File: config.mk
export PLATFORM = sky130hd
export DESIGN_NAME = tec_top
export DESIGN_NICKNAME = d
export VERILOG_FILES = /design/src/tec_top.v /design/src/tec_sync.v
export VERILOG_INCLUDE_DIRS = /design/src /design/src/inc
export SDC_FILE = /design/constraint.sdc
export NUM_CORES = 1
export LEC_CHECK = 0
export BUFFER_PORTS_ARGS = -buffer_cell sky130_fd_sc_hd__clkbuf_2
export CAP_MARGIN = 20
export CORE_MARGIN = 5
export CORE_UTILIZATION = 39
export DETAILED_ROUTE_END_ITERATION = 10
export GPL_TIMING_DRIVEN = 0
export SLEW_MARGIN = 10
export SYNTH_ARGS = -nofsm -noshare
export SYNTH_HDL_FRONTEND = slang
export SYNTH_SLANG_ARGS = --single-unit
File: constraint.sdc
create_clock -name clk_in -period 2.6 [get_ports clk_in]
set_input_delay 0.13 -clock clk_in [delete_from_list [all_inputs] [get_ports clk_in]]
set_output_delay 0.13 -clock clk_in [all_outputs]
set_load 0.03 [all_outputs]
File: src/inc/tec_map.vh
// tec_map.vh: register offsets, field positions, reset values and codes
// for the two timer/event counters; definitions only
`ifndef TEC_MAP_VH
`define TEC_MAP_VH
// register offsets on the byte-wide register port
`define TEC_A_IRQ1    8'h0b
`define TEC_A_CNT0    8'h0d
`define TEC_A_CTL0    8'h0e
`define TEC_A_CNT1H   8'h0f
`define TEC_A_CNT1L   8'h10
`define TEC_A_CTL1    8'h11
`define TEC_A_PORTA   8'h12
`define TEC_A_IRQ2    8'h1e
// control register fields
`define TEC_B_EDGE    3
`define TEC_B_ON      4
`define TEC_B_SRC     5
`define TEC_MODE_EVT  2'b01
`define TEC_MODE_TMR  2'b10
`define TEC_MODE_PWM  2'b11
`define TEC_CTL_RST   8'h08
// interrupt control fields
`define TEC_B_EN0     3
`define TEC_B_FLG0    6
`define TEC_B_EN1     0
`define TEC_B_FLG1    4
// port data bit that gates the divider pin
`define TEC_B_PORT3   3
`define TEC_PORT3_RST 1'b1
// clock source option codes of counter 1
`define TEC_S1_OVF0   2'b00
`define TEC_S1_SYS    2'b01
`define TEC_S1_TB     2'b10
// system clock divided by four
`define TEC_DIV4_LAST 2'b11
`endif

File: src/tec_top.v
// tec_top.v: one 8-bit and one 16-bit timer/event counter with preload,
// overflow flags, wake pulse and frequency divider pin
// assumes option inputs are static straps and tick inputs are clk_in pulses
// Notes on behaviour
// - pulse-width mode measures once; result holds until enable set again
// - pulse-width count starts on the selected edge, not on a level
// - pulse-width overflow reloads from preload and raises the flag
// - counter advances only while its enable bit is 1
// - pulse-width end clears enable; other modes clear only by software
// - overflow of either counter is a wake-up source
// - a strap routes exactly one counter overflow to the divider pin
// - interrupt enable at 0 blocks the counter interrupt in any mode
// - preload write while counter off loads the counter too
// - preload write while running changes only preload, used at overflow
// - reading the counter blocks its count clock for that cycle
// - counter 1 bit 3 picks active edge: 0 rising, 1 falling
// - counter 1 bit 5 picks clock: 0 strap source, 1 sysclk/4
// - mode bits 7:6: 01 event, 10 timer, 11 pulse width, 00 unused
// - counter 1 control bits 2:0 read as zero
// - divider pin is 0 when port bit is 1, else divider signal
// - divider rate is count clock over 2*(256-N) or 2*(65536-N)
// - count up to all ones, reload from preload, set overflow flag
// - low byte write buffered, high byte write loads both, high read latches low
// - pulse width counts from active edge until input returns, clears enable
//
// Design decisions made here: the register offsets and the strobed register port.
`timescale 1ns/100ps
`include "tec_map.vh"
module tec_top (
  input  wire       clk_in,
  input  wire       rst_in,
  input  wire [7:0] addr_in,
  input  wire [7:0] wdata_in,
  input  wire       wr_in,
  input  wire       rd_in,
  input  wire       cnt0_pin_in,
  input  wire       cnt1_pin_in,
  input  wire       rtc_tick_in,
  input  wire       tb_tick_in,
  input  wire       opt0_div4_in,
  input  wire [1:0] opt1_src_in,
  input  wire       pfd_sel_in,
  output reg  [7:0] rdata_out,
  output reg        irq0_out,
  output reg        irq1_out,
  output reg        wake_out,
  output reg        pfd_pin_out
);
  // measurement states, one-hot
  localparam ST_IDLE = 2'b01;
  localparam ST_MEAS = 2'b10;

  // active edge: 0 rising, 1 falling
  function act_edge;
    input esel;
    input rise;
    input fall;
    begin
      act_edge = esel ? fall : rise;
    end
  endfunction

  // count pulse for the selected mode
  function mode_tick;
    input [1:0] mode;
    input       ext;
    input       itk;
    input       meas;
    begin
      case (mode)
        `TEC_MODE_EVT: mode_tick = ext;
        `TEC_MODE_TMR: mode_tick = itk;
        `TEC_MODE_PWM: mode_tick = itk & meas;
        default:       mode_tick = 1'b0;
      endcase
    end
  endfunction

  // next measurement state: start on the selected edge, end on the opposite one
  function [1:0] meas_next;
    input [1:0] st;
    input       pwm;
    input       act;
    input       opp;
    begin
      case (st)
        ST_IDLE: meas_next = (pwm & act) ? ST_MEAS : ST_IDLE;
        ST_MEAS: meas_next = (~pwm | opp) ? ST_IDLE : ST_MEAS;
        default: meas_next = ST_IDLE;
      endcase
    end
  endfunction

  reg  [7:0]  ctl0_reg;
  reg  [7:0]  ctl1_reg;
  reg  [7:0]  cnt0_reg;
  reg  [7:0]  pre0_reg;
  reg  [15:0] cnt1_reg;
  reg  [15:0] pre1_reg;
  reg  [7:0]  lowbuf_reg;
  reg  [1:0]  st0_reg;
  reg  [1:0]  st1_reg;
  reg  [1:0]  st0_next;
  reg  [1:0]  st1_next;
  reg  [1:0]  div_reg;
  reg         ovf0_reg;
  reg         en0_reg;
  reg         en1_reg;
  reg         flg0_reg;
  reg         flg1_reg;
  reg         port3_reg;
  reg         pfd_reg;
  reg         itk1;
  reg  [7:0]  rd_next;
  wire        rise0;
  wire        fall0;
  wire        rise1;
  wire        fall1;

  // pin synchronisers and edge detectors
  tec_sync u_sync0 (
    .clk_in    (clk_in),
    .rst_in    (rst_in),
    .pin_in    (cnt0_pin_in),
    .level_out (),
    .rise_out  (rise0),
    .fall_out  (fall0)
  );
  tec_sync u_sync1 (
    .clk_in    (clk_in),
    .rst_in    (rst_in),
    .pin_in    (cnt1_pin_in),
    .level_out (),
    .rise_out  (rise1),
    .fall_out  (fall1)
  );

  // address decode of the register port
  wire wr_c0  = wr_in & (addr_in == `TEC_A_CNT0);
  wire wr_k0  = wr_in & (addr_in == `TEC_A_CTL0);
  wire wr_h1  = wr_in & (addr_in == `TEC_A_CNT1H);
  wire wr_l1  = wr_in & (addr_in == `TEC_A_CNT1L);
  wire wr_k1  = wr_in & (addr_in == `TEC_A_CTL1);
  wire wr_i1  = wr_in & (addr_in == `TEC_A_IRQ1);
  wire wr_i2  = wr_in & (addr_in == `TEC_A_IRQ2);
  wire wr_pa  = wr_in & (addr_in == `TEC_A_PORTA);
  wire rd_c0  = rd_in & (addr_in == `TEC_A_CNT0);
  wire rd_h1  = rd_in & (addr_in == `TEC_A_CNT1H);

  // control fields
  wire [1:0] mode0 = ctl0_reg[7:6];
  wire [1:0] mode1 = ctl1_reg[7:6];
  wire       on0   = ctl0_reg[`TEC_B_ON];
  wire       on1   = ctl1_reg[`TEC_B_ON];
  wire       te0   = ctl0_reg[`TEC_B_EDGE];
  wire       te1   = ctl1_reg[`TEC_B_EDGE];

  // selected and opposite edges of each input
  wire act0 = act_edge(te0, rise0, fall0);
  wire opp0 = act_edge(te0, fall0, rise0);
  wire act1 = act_edge(te1, rise1, fall1);
  wire opp1 = act_edge(te1, fall1, rise1);

  // system clock divided by four as an enable pulse
  wire div4 = (div_reg == `TEC_DIV4_LAST);
  always @(posedge clk_in) begin
    if (rst_in) begin
      div_reg <= 2'b00;
    end else begin
      div_reg <= div_reg + 2'b01;
    end
  end

  // internal clock of counter 0: rtc tick or strap-chosen system rate
  wire itk0 = ctl0_reg[`TEC_B_SRC] ? (opt0_div4_in ? div4 : 1'b1)
                                   : rtc_tick_in;

  // internal clock of counter 1
  always @* begin
    if (ctl1_reg[`TEC_B_SRC]) begin
      itk1 = div4;
    end else begin
      case (opt1_src_in)
        `TEC_S1_OVF0: itk1 = ovf0_reg;
        `TEC_S1_SYS:  itk1 = 1'b1;
        `TEC_S1_TB:   itk1 = tb_tick_in;
        default:      itk1 = 1'b0;
      endcase
    end
  end

  // count pulses, gated by enable and by a counter read
  wire meas0 = (st0_reg == ST_MEAS);
  wire meas1 = (st1_reg == ST_MEAS);
  wire tick0 = on0 & ~rd_c0 & mode_tick(mode0, act0, itk0, meas0);
  wire tick1 = on1 & ~rd_h1 & mode_tick(mode1, act1, itk1, meas1);
  wire ovf0  = tick0 & (cnt0_reg == 8'hff);
  wire ovf1  = tick1 & (cnt1_reg == 16'hffff);

  // end of a pulse-width measurement
  wire pwm0  = on0 & (mode0 == `TEC_MODE_PWM);
  wire pwm1  = on1 & (mode1 == `TEC_MODE_PWM);
  wire done0 = pwm0 & meas0 & opp0;
  wire done1 = pwm1 & meas1 & opp1;

  // measurement state of both counters
  always @* begin
    st0_next = meas_next(st0_reg, pwm0, act0, opp0);
    st1_next = meas_next(st1_reg, pwm1, act1, opp1);
  end

  // control registers; measurement end clears the enable bit
  always @(posedge clk_in) begin
    if (rst_in) begin
      ctl0_reg <= `TEC_CTL_RST;
      ctl1_reg <= `TEC_CTL_RST;
      st0_reg  <= ST_IDLE;
      st1_reg  <= ST_IDLE;
    end else begin
      st0_reg <= st0_next;
      st1_reg <= st1_next;
      if (wr_k0) begin
        ctl0_reg <= {wdata_in[7:3], 3'b000};
      end else if (done0) begin
        ctl0_reg[`TEC_B_ON] <= 1'b0;
      end
      if (wr_k1) begin
        ctl1_reg <= {wdata_in[7:3], 3'b000};
      end else if (done1) begin
        ctl1_reg[`TEC_B_ON] <= 1'b0;
      end
    end
  end

  // counter 0 and its preload
  always @(posedge clk_in) begin
    if (rst_in) begin
      cnt0_reg <= 8'h00;
      pre0_reg <= 8'h00;
      ovf0_reg <= 1'b0;
    end else begin
      ovf0_reg <= ovf0;
      if (wr_c0) begin
        pre0_reg <= wdata_in;
      end
      if (wr_c0 & ~on0) begin
        cnt0_reg <= wdata_in;
      end else if (ovf0) begin
        cnt0_reg <= pre0_reg;
      end else if (tick0) begin
        cnt0_reg <= cnt0_reg + 8'h01;
      end
    end
  end

  // counter 1, its preload and the low-byte buffer
  always @(posedge clk_in) begin
    if (rst_in) begin
      cnt1_reg   <= 16'h0000;
      pre1_reg   <= 16'h0000;
      lowbuf_reg <= 8'h00;
    end else begin
      if (wr_l1) begin
        lowbuf_reg <= wdata_in;
      end else if (rd_h1) begin
        lowbuf_reg <= cnt1_reg[7:0];
      end
      if (wr_h1) begin
        pre1_reg <= {wdata_in, lowbuf_reg};
      end
      if (wr_h1 & ~on1) begin
        cnt1_reg <= {wdata_in, lowbuf_reg};
      end else if (ovf1) begin
        cnt1_reg <= pre1_reg;
      end else if (tick1) begin
        cnt1_reg <= cnt1_reg + 16'h0001;
      end
    end
  end

  // overflow flags: hardware set wins over a software clear
  always @(posedge clk_in) begin
    if (rst_in) begin
      en0_reg  <= 1'b0;
      en1_reg  <= 1'b0;
      flg0_reg <= 1'b0;
      flg1_reg <= 1'b0;
      port3_reg <= `TEC_PORT3_RST;
    end else begin
      if (wr_i1) begin
        en0_reg  <= wdata_in[`TEC_B_EN0];
        flg0_reg <= wdata_in[`TEC_B_FLG0] | ovf0;
      end else if (ovf0) begin
        flg0_reg <= 1'b1;
      end
      if (wr_i2) begin
        en1_reg  <= wdata_in[`TEC_B_EN1];
        flg1_reg <= wdata_in[`TEC_B_FLG1] | ovf1;
      end else if (ovf1) begin
        flg1_reg <= 1'b1;
      end
      if (wr_pa) begin
        port3_reg <= wdata_in[`TEC_B_PORT3];
      end
    end
  end

  // interrupt requests and wake pulse
  always @(posedge clk_in) begin
    if (rst_in) begin
      irq0_out <= 1'b0;
      irq1_out <= 1'b0;
      wake_out <= 1'b0;
    end else begin
      irq0_out <= flg0_reg & en0_reg;
      irq1_out <= flg1_reg & en1_reg;
      wake_out <= ovf0 | ovf1;
    end
  end

  // divider: toggles on each overflow of the strapped counter
  wire ovf_sel = pfd_sel_in ? ovf1 : ovf0;
  always @(posedge clk_in) begin
    if (rst_in) begin
      pfd_reg     <= 1'b0;
      pfd_pin_out <= 1'b0;
    end else begin
      if (ovf_sel) begin
        pfd_reg <= ~pfd_reg;
      end
      pfd_pin_out <= port3_reg ? 1'b0 : pfd_reg;
    end
  end

  // read mux; unmapped addresses read zero
  always @* begin
    case (addr_in)
      `TEC_A_CNT0:  rd_next = cnt0_reg;
      `TEC_A_CTL0:  rd_next = ctl0_reg;
      `TEC_A_CNT1H: rd_next = cnt1_reg[15:8];
      `TEC_A_CNT1L: rd_next = lowbuf_reg;
      `TEC_A_CTL1:  rd_next = ctl1_reg;
      `TEC_A_IRQ1:  rd_next = {1'b0, flg0_reg, 2'b00, en0_reg, 3'b000};
      `TEC_A_IRQ2:  rd_next = {3'b000, flg1_reg, 3'b000, en1_reg};
      `TEC_A_PORTA: rd_next = {4'h0, port3_reg, 3'b000};
      default:      rd_next = 8'h00;
    endcase
  end

  // read data stands only in the cycle after the strobe
  always @(posedge clk_in) begin
    if (rst_in) begin
      rdata_out <= 8'h00;
    end else if (rd_in) begin
      rdata_out <= rd_next;
    end else begin
      rdata_out <= 8'h00;
    end
  end
endmodule // tec_top

File: src/tec_sync.v
// tec_sync.v: two-flop synchroniser with edge detection for one pin
// assumes the pin is asynchronous to clk_in and idles high on its pull-up
`timescale 1ns/100ps
module tec_sync (
  input  wire clk_in,
  input  wire rst_in,
  input  wire pin_in,
  output wire level_out,
  output wire rise_out,
  output wire fall_out
);
  reg meta_reg;
  reg sync_reg;
  reg last_reg;

  // first flop feeds only the second; third flop gives the edge history
  always @(posedge clk_in) begin
    if (rst_in) begin
      // pull-up level, so no false edge follows reset
      meta_reg <= 1'b1;
      sync_reg <= 1'b1;
      last_reg <= 1'b1;
    end else begin
      meta_reg <= pin_in;
      sync_reg <= meta_reg;
      last_reg <= sync_reg;
    end
  end

  // edge pulses, one cycle each
  assign level_out = sync_reg;
  assign rise_out  = sync_reg & ~last_reg;
  assign fall_out  = ~sync_reg & last_reg;
endmodule // tec_sync

======== Word-level counts from Yosys, hierarchy flattened ========
Cells that the tools add are included.
operators by class
  add/subtract/negate cells ............... 3
  bitwise logic cells ..................... 51
  reductions and logical operators ........ 10
  eq/ne operators ......................... 23
  multiplexer cells ....................... 34
operators by type and width
  operator                                                               number
  8-bit case mux with 8 select lines                                     1
  16-bit 2-to-1 mux                                                      3
  8-bit 2-to-1 mux                                                       5
  1-bit bitwise AND                                                      34
  8-bit by 4-bit equality test with 1-bit output, second input constant  4
  8-bit by 5-bit equality test with 1-bit output, second input constant  4
  16-bit by 1-bit adder with 16-bit output, second input constant        1
  16-bit equality test, second input constant                            1
  2-bit equality test, second input constant                             8
  1-bit 2-to-1 mux                                                       16
  1-bit NOT                                                              12
  2-bit by 1-bit equality test with 1-bit output, second input constant  5
  2-bit nonzero test                                                     5
  1-bit case mux with 3 select lines                                     3
  8-bit by 1-bit adder with 8-bit output, second input constant          1
  8-bit equality test, second input constant                             1
  2-bit 2-to-1 mux                                                       4
  2-bit case mux with 2 select lines                                     2
  3-bit nonzero test                                                     2
  1-bit bitwise OR                                                       5
  2-bit OR reduction                                                     2
  2-bit by 1-bit adder with 2-bit output, second input constant          1
  2-bit zero test                                                        1
storage, ports and cells
  bits of input ports ..................... 28
  flip-flop bits (word level) ............. 97
  word-level logic and storage cells ...... 151
  output and inout port bits .............. 12

======== Depth between registers and ports, before layout ========
Gate-level depths: netlist of run 1.
  depth in word-level cells ............... 9
  depth in mapped cells ................... 10

======== Hierarchy ========
From an unflattened synthesis of run 1, not the netlist that was laid out.
second synthesis, totals
  cell total of the unflattened synthesis .. 604
  area, all modules ....................... 4948.5 um^2
by module, submodules not included
  module    seq. area each (um^2)  times used  area an instance (um^2)  cells an instance
  tec_top   1821.7                 1           4763.3                   588
  tec_sync  60.1                   2           92.6                     8

======== Worst setup path before layout of run 1 ========
OpenSTA, ideal clock, no wires.
  kind .................................... reg-to-reg
  start point ............................. register cnt1_reg[0]
  end point ............................... register pfd_reg
  arrival ................................. 1772 ps
  setup slack ............................. 705 ps
  cell stages (with the launch flop) ...... 8
  period minus slack after synthesis ...... 1895 ps
  data required time ...................... 2477 ps
  cell sequence ........................... dfxtp_1 ha_1 nand2_1 nor3_2 and3_1 buf_2 a32oi_1 mux2_1
on the way
  longest elaborated chain between the ends .. 3
RTL lines
  what                    RTL line       text
  from (decl)             tec_top.v:98   reg [15:0] cnt1_reg;
  from (signal assigned)  tec_top.v:272  cnt1_reg <= {wdata_in, lowbuf_reg};
  from (signal assigned)  tec_top.v:274  cnt1_reg <= pre1_reg;
  from (signal assigned)  tec_top.v:276  cnt1_reg <= cnt1_reg + 16'h0001;
  16-bit equality test    tec_top.v:198  wire ovf1 = tick1 & (cnt1_reg == 16'hffff);
  1-bit bitwise AND       tec_top.v:198
  1-bit 2-to-1 mux        tec_top.v:322  wire ovf_sel = pfd_sel_in ? ovf1 : ovf0;
  to (signal assigned)    tec_top.v:329  pfd_reg <= ~pfd_reg;
  to (decl)               tec_top.v:112  reg pfd_reg;
Every way passes these cells.
A chain may end at the register's enable or synchronous reset.

======== Worst setup path in the final report of run 1 ========
  start point ............................. register cnt1_reg[0]
  end point ............................... register cnt1_reg[11]
on the way
  longest elaborated chain between the ends .. 4
RTL lines
  what                                                                                     RTL line                      text
  16-bit by 1-bit adder with 16-bit output / 16-bit equality test (equally long branches)  tec_top.v:276, tec_top.v:198
  16-bit 2-to-1 mux / 1-bit bitwise AND (equally long branches)                            tec_top.v:275, tec_top.v:198
  16-bit 2-to-1 mux                                                                        tec_top.v:273                 end else if (ovf1) begin
  16-bit 2-to-1 mux                                                                        tec_top.v:271                 if (wr_h1 & ~on1) begin
Several ways; a longest one is shown, not always the timed one. The select of a mux whose other input is x is not followed.

==> impl_metrics.env, run 1 <==
export IMPL_rows=40
export IMPL_firstDrtPassIters=7
export IMPL_initial_core_util=0.398
export IMPL_detail_route_antenna_nets=0
export IMPL_critPathLaunchType="flop"
export IMPL_synth_top_cell_by_area="dfxtp_1"
export IMPL_synthCells=580
export IMPL_wl_met1_um=6690
export IMPL_path_clk_slew_ns=0.06
export IMPL_grt_pass1_vias=4310
export IMPL_hold_viol_final=0
export IMPL_portBuffers=35
export IMPL_synth_seq_cells=97
export IMPL_regArea_um2=1940
export IMPL_cap_violations=0
export IMPL_track_usage=0.204
export IMPL_status="completed"
export IMPL_synth_edff_count=0
export IMPL_syn_nets=615
export IMPL_crit_slowest_cell="dfxtp_1"
export IMPL_vias_per_cell=5.80
export IMPL_ys_flop_type="dfxtp_1"
export IMPL_ys_warn_count=0
export IMPL_ctsRootBufferMaster="clkbuf_16"
export IMPL_clkSinkCount=97
export IMPL_rsz0062_at_grt="false"
export IMPL_drt_wl_total_um=14700
export IMPL_die_w_um=121
export IMPL_n_antenna_cell=0
export IMPL_cts_tree="built"
export IMPL_power_density_nw_per_um2=528
export IMPL_tightest_slew_ns=1.10
export IMPL_cpPeakStageDelay_ns=0.49
export IMPL_crit_path_max_fanout=10
export IMPL_wl_met2_um=6160
export IMPL_gr_total_overflow=0
export IMPL_highest_layer="met4"
export IMPL_io_pins=40
export IMPL_grt_first_pass_wirelength_um=23300
export IMPL_wl_met3_um=1350
export IMPL_hp_class="in -> reg"
export IMPL_power_leakage_uw=0.00193
export IMPL_place_congestion=0.887
export IMPL_relSlewSlack=0.262
export IMPL_post_route_min_period_ns=2.39
export IMPL_yosysUniqueCellTypes=62
export IMPL_setup_tns_ns=0
export IMPL_ctsResizeCount=0
export IMPL_grt_max_degree=15
export IMPL_die_h_um=121
export IMPL_syn2layout_area_growth_pct=14.2
export IMPL_avgSynthCellArea_um2=8.29
export IMPL_drt_drc_violations_left=0
export IMPL_worstSkewPairLatency_ns=0.35
export IMPL_crit_required_ns=2.81
export IMPL_fmax_mhz=418
export IMPL_drt_iter0_markers=576
export IMPL_cp_end_kind="flop"
export IMPL_hold_ws_ns=0.120
export IMPL_post_route_period_util=0.920
export IMPL_antenna_found_initial=0
export IMPL_vdd_drop_max_mv=0.267
export IMPL_netlist_area_um2=4810
export IMPL_finalClockSkew_ns=0.00760
export IMPL_dieArea_um2=14600
export IMPL_yosysTopAreaCellShare=0.404
export IMPL_cp_arrival_ns=2.60
export IMPL_r2r_slack_ns=0.21
export IMPL_crit_chain="ha_1 -> nand2_1 -> nor3_2 -> nand3_2 -> clkbuf_1 -> o211ai_1 -> a31oi_1"
export IMPL_wl_per_cell_um=18.3
export IMPL_synthTopCellsByCount="nand2_1, dfxtp_1, a21oi_1"
export IMPL_cts_buffers=9
export IMPL_yosysSeqAreaShare=0.404
export IMPL_critPathKind="reg -> reg"
export IMPL_num_vias=4645
export IMPL_htree_levels=3
export IMPL_async_flop_share=0
export IMPL_postCtsSetupRepairBufs=0
export IMPL_yosysMostFrequentCell="nand2_1"
export IMPL_n_fill_cell=1199
export IMPL_nets=663
export IMPL_core_area_um2=12100
export IMPL_hpwlAfterDp_um=10500
export IMPL_yosys_top_cells_area="dfxtp_1, nand2_1, a21oi_1, mux2i_1, nand3_1"
export IMPL_drv_slew=0
export IMPL_cts_buffer_depth=2
export IMPL_drive_above_1_share=0.142
export IMPL_multi_input_area_um2=2670
export IMPL_setup_viol=0
==> worst max-delay path: cells and delay by family (launching register included) <==
family          cells  cell delay [ns]
fa+ha+maj           1             0.29
simple gates        3             0.81
buf+inv             1             0.32
compound gates      2             0.34
flops               1             0.49
==> layout make-up <==
class / instances / area share
multi-input cells: 439 / 0.486
flip-flops and latches: 97 / 0.354
clock buffers: 13 / 0.0474
well taps: 168 / 0.0383
repair buffers: 37 / 0.0356
plain buffers: 34 / 0.0292
inverters: 10 / 0.00684
clock inverters: 3 / 0.00274
==> kinds of logic (layout without fill, tap and decap cells) <==
logic type	Yosys count	count (layout)	share of synthesized area
mux	26	26	0.0557
buf+inv	44	97	0.0411
xor+xnor	13	13	0.0237
simple gates	252	252	0.262
compound gates	141	141	0.195
fa+ha+maj	7	7	0.0182
flops	97	97	0.404
==> power breakdown <==
part	switching, µW	internal [µW]
logic	99.1	45.4
registers	4.91	1490
clock network	557	697
==> placed cells by master (no fill, tap or decap), types with 6 or more instances in the layout <==
cell type	instances
and3_1	7
a31oi_1	20
mux2i_1	20
nor2_1	29
xor2_1	7
nor3_1	6
a21oi_1	56
or2_2	9
a22oi_1	17
o211ai_1	12
ha_1	7
nand3_1	31
nor2b_1	7
clkbuf_16	9
inv_1	10
clkbuf_1	23
nand2_1	116
xnor2_1	6
dfxtp_1	97
buf_2	8
clkbuf_2	35
==> per-stage QoR <==
stage | util | std cells | total power, µW | instance area (µm²) | setup WS (ns)
after floorplan | - | 580 | 1600 | 4810 | 0.705
after global placement | 0.430 | 783 | 1670 | 5190 | 0.245
after detailed placement | 0.430 | 783 | 1670 | 5190 | 0.235
after CTS | 0.455 | 801 | 2920 | 5490 | 0.236
after global routing | 0.455 | 801 | 2980 | 5490 | 0.0450
final | 0.455 | 801 | 2900 | 5490 | 0.207
==> repair_timing <==
| item | CTS | global route |
|---|---|---|
| setup endpoints to repair | 0 | 0 |
| hold buffers | 2 | 0 |
| endpoints found under the hold margin | 2 | 0 |
==> per-layer routing <==
| metal | track usage | vias to the layer above |
|---|---|---|
| met5 | 0 | - |
| met4 | 0.0935 | 0 |
| met3 | 0.0303 | 40 |
| met2 | 0.300 | 238 |
| met1 | 0.294 | 2178 |
| li1 | - | 2189 |
==> worst paths after layout <==
kind | start | end | cells past startpoint
hold reg to reg | u_sync1.meta_reg | u_sync1.level_out | 1
hold / removal | wdata_in[1] | pre1_reg[9] | 3
setup reg to reg | cnt1_reg[0] | cnt1_reg[11] | 7
setup / recovery | cnt1_reg[0] | cnt1_reg[11] | 7
(Power assumes the default switching activity.)
==> inputs of run 2 (changes only) <==
Settings changed: GPL_TIMING_DRIVEN 0 to not set.
==> impl_metrics.env, run 2 (synthesis results as in run 1) <==
export IMPL_crit_required_ns=2.81
export IMPL_critPathKind="reg -> reg"
export IMPL_ctsResizeCount=0
export IMPL_rsz0062_at_grt="false"
export IMPL_post_route_min_period_ns=2.41
export IMPL_dp_cells=763
export IMPL_crit_path_max_fanout=17
export IMPL_grt_max_degree=87
export IMPL_tightest_slew_ns=0.614
export IMPL_clkPwrFrac=0.424
export IMPL_postCtsSetupRepairBufs=0
export IMPL_die_w_um=121
export IMPL_drv_slew=0
export IMPL_seqPwrFrac=0.528
export IMPL_ctsRootBufferMaster="clkbuf_16"
export IMPL_place_congestion=0.878
export IMPL_relSlewSlack=0.590
export IMPL_num_vias=4512
export IMPL_ctsHoldBuffers=2
export IMPL_final_cell_mix="nand2_1, dfxtp_1, a21oi_1, clkbuf_2, nand3_1"
export IMPL_firstDrtPassIters=5
export IMPL_nets=643
export IMPL_total_power_uw=2840
export IMPL_n_antenna_cell=0
export IMPL_final_util=0.449
export IMPL_power_switching_uw=656
export IMPL_wl_per_cell_um=17.8
export IMPL_reg2reg_depth=7
export IMPL_path_clk_slew_ns=0.06
export IMPL_cp_arrival_ns=2.62
export IMPL_rows=40
export IMPL_vias_per_cell=5.78
export IMPL_power_density_nw_per_um2=523
export IMPL_syn2layout_area_growth_pct=12.8
export IMPL_io_pins=40
export IMPL_status="completed"
export IMPL_cp_end_kind="flop"
export IMPL_detail_route_antenna_nets=0
export IMPL_setup_viol=0
export IMPL_cap_violations=0
export IMPL_post_route_period_util=0.928
export IMPL_drt_drc_violations_left=0
export IMPL_cts_buffers=9
export IMPL_htree_levels=3
export IMPL_drt_iter0_markers=618
export IMPL_grt_pass1_vias=4233
export IMPL_finalClockSkew_ns=0.0109
export IMPL_worstSkewPairLatency_ns=0.34
export IMPL_drt_wl_total_um=13900
export IMPL_die_h_um=121
export IMPL_setup_tns_ns=0
export IMPL_hpwlAfterDp_um=9710
export IMPL_vdd_drop_max_mv=0.338
export IMPL_cts_tree="built"
export IMPL_grt_first_pass_wirelength_um=22200
export IMPL_clkSinkCount=97
export IMPL_comb_power_share=0.048
export IMPL_layout_commonest_cell="nand2_1"
export IMPL_cts_buffer_depth=2
export IMPL_initial_core_util=0.398
export IMPL_power_leakage_uw=0.00191
export IMPL_antenna_found_initial=0
export IMPL_hp_class="in -> reg"
export IMPL_core_area_um2=12100
export IMPL_drive_above_1_share=0.150
export IMPL_internal_power_uw=2180
export IMPL_stdcell_count=781
export IMPL_track_usage=0.192
export IMPL_dieArea_um2=14600
export IMPL_critPathLaunchType="flop"
export IMPL_hold_viol_final=0
export IMPL_fmax_mhz=415
export IMPL_gr_total_overflow=0
export IMPL_hold_ws_ns=0.132
export IMPL_switching_share=0.231
export IMPL_portBuffers=39
export IMPL_hold_path_depth=3
run 2: worst paths after layout:
kind	to	slack (ns)	start
max	cnt1_reg[1]	0.19	cnt1_reg[0]
min	pre1_reg[10]	0.13	wdata_in[2]
max reg2reg	cnt1_reg[1]	0.19	cnt1_reg[0]
min reg2reg	u_sync0.level_out	0.41	u_sync0.meta_reg
run 2: final cells by class:
| cell class | count | area (µm²) |
|---|---|---|
| fillers | 1200 | 6640 |
| repair buffers | 51 | 303 |
| flip-flops and latches | 97 | 1940 |
| clock inverters | 4 | 20.0 |
| inverters | 10 | 37.5 |
| well taps | 168 | 210 |
| multi-input cells | 439 | 2670 |
| clock buffers | 12 | 236 |
run 2: layer usage:
| metal | up-vias | global-route usage | share of wire |
|---|---|---|---|
| li1 | 2144 | - | - |
| met1 | 2109 | 0.266 | 0.45 |
| met2 | 219 | 0.284 | 0.43 |
| met3 | 40 | 0.0438 | 0.085 |
| met4 | 0 | 0.0843 | 0.032 |
| met5 | - | 0 | 0 |
run 2: through the flow:
step | cell area, µm² | setup slack [ns]
final | 5420 | 0.188
after global routing | 5420 | 0.0305
after CTS | 5420 | 0.259
after detailed placement | 5140 | 0.266
after global placement | 5140 | 0.355
after floorplan | 4810 | 0.705
run 2: power by group through the flow:
stage / Sequential, µW / Clock [µW] / Combinational [µW]
floorplan: 1530 / 0 / 70.1
global placement: 1530 / 0 / 129
detailed placement: 1530 / 0 / 132
CTS: 1500 / 1230 / 134
global route: 1500 / 1300 / 147
finish: 1500 / 1200 / 136
run 2: worst max-delay path, cell delays in order, from the launching register on:
cell	delay, ns
dfxtp_1	0.46
ha_1	0.28
nand2_1	0.11
nor3_2	0.44
nand3_2	0.39
mux2_2	0.39
a22oi_1	0.13
a21oi_1	0.08
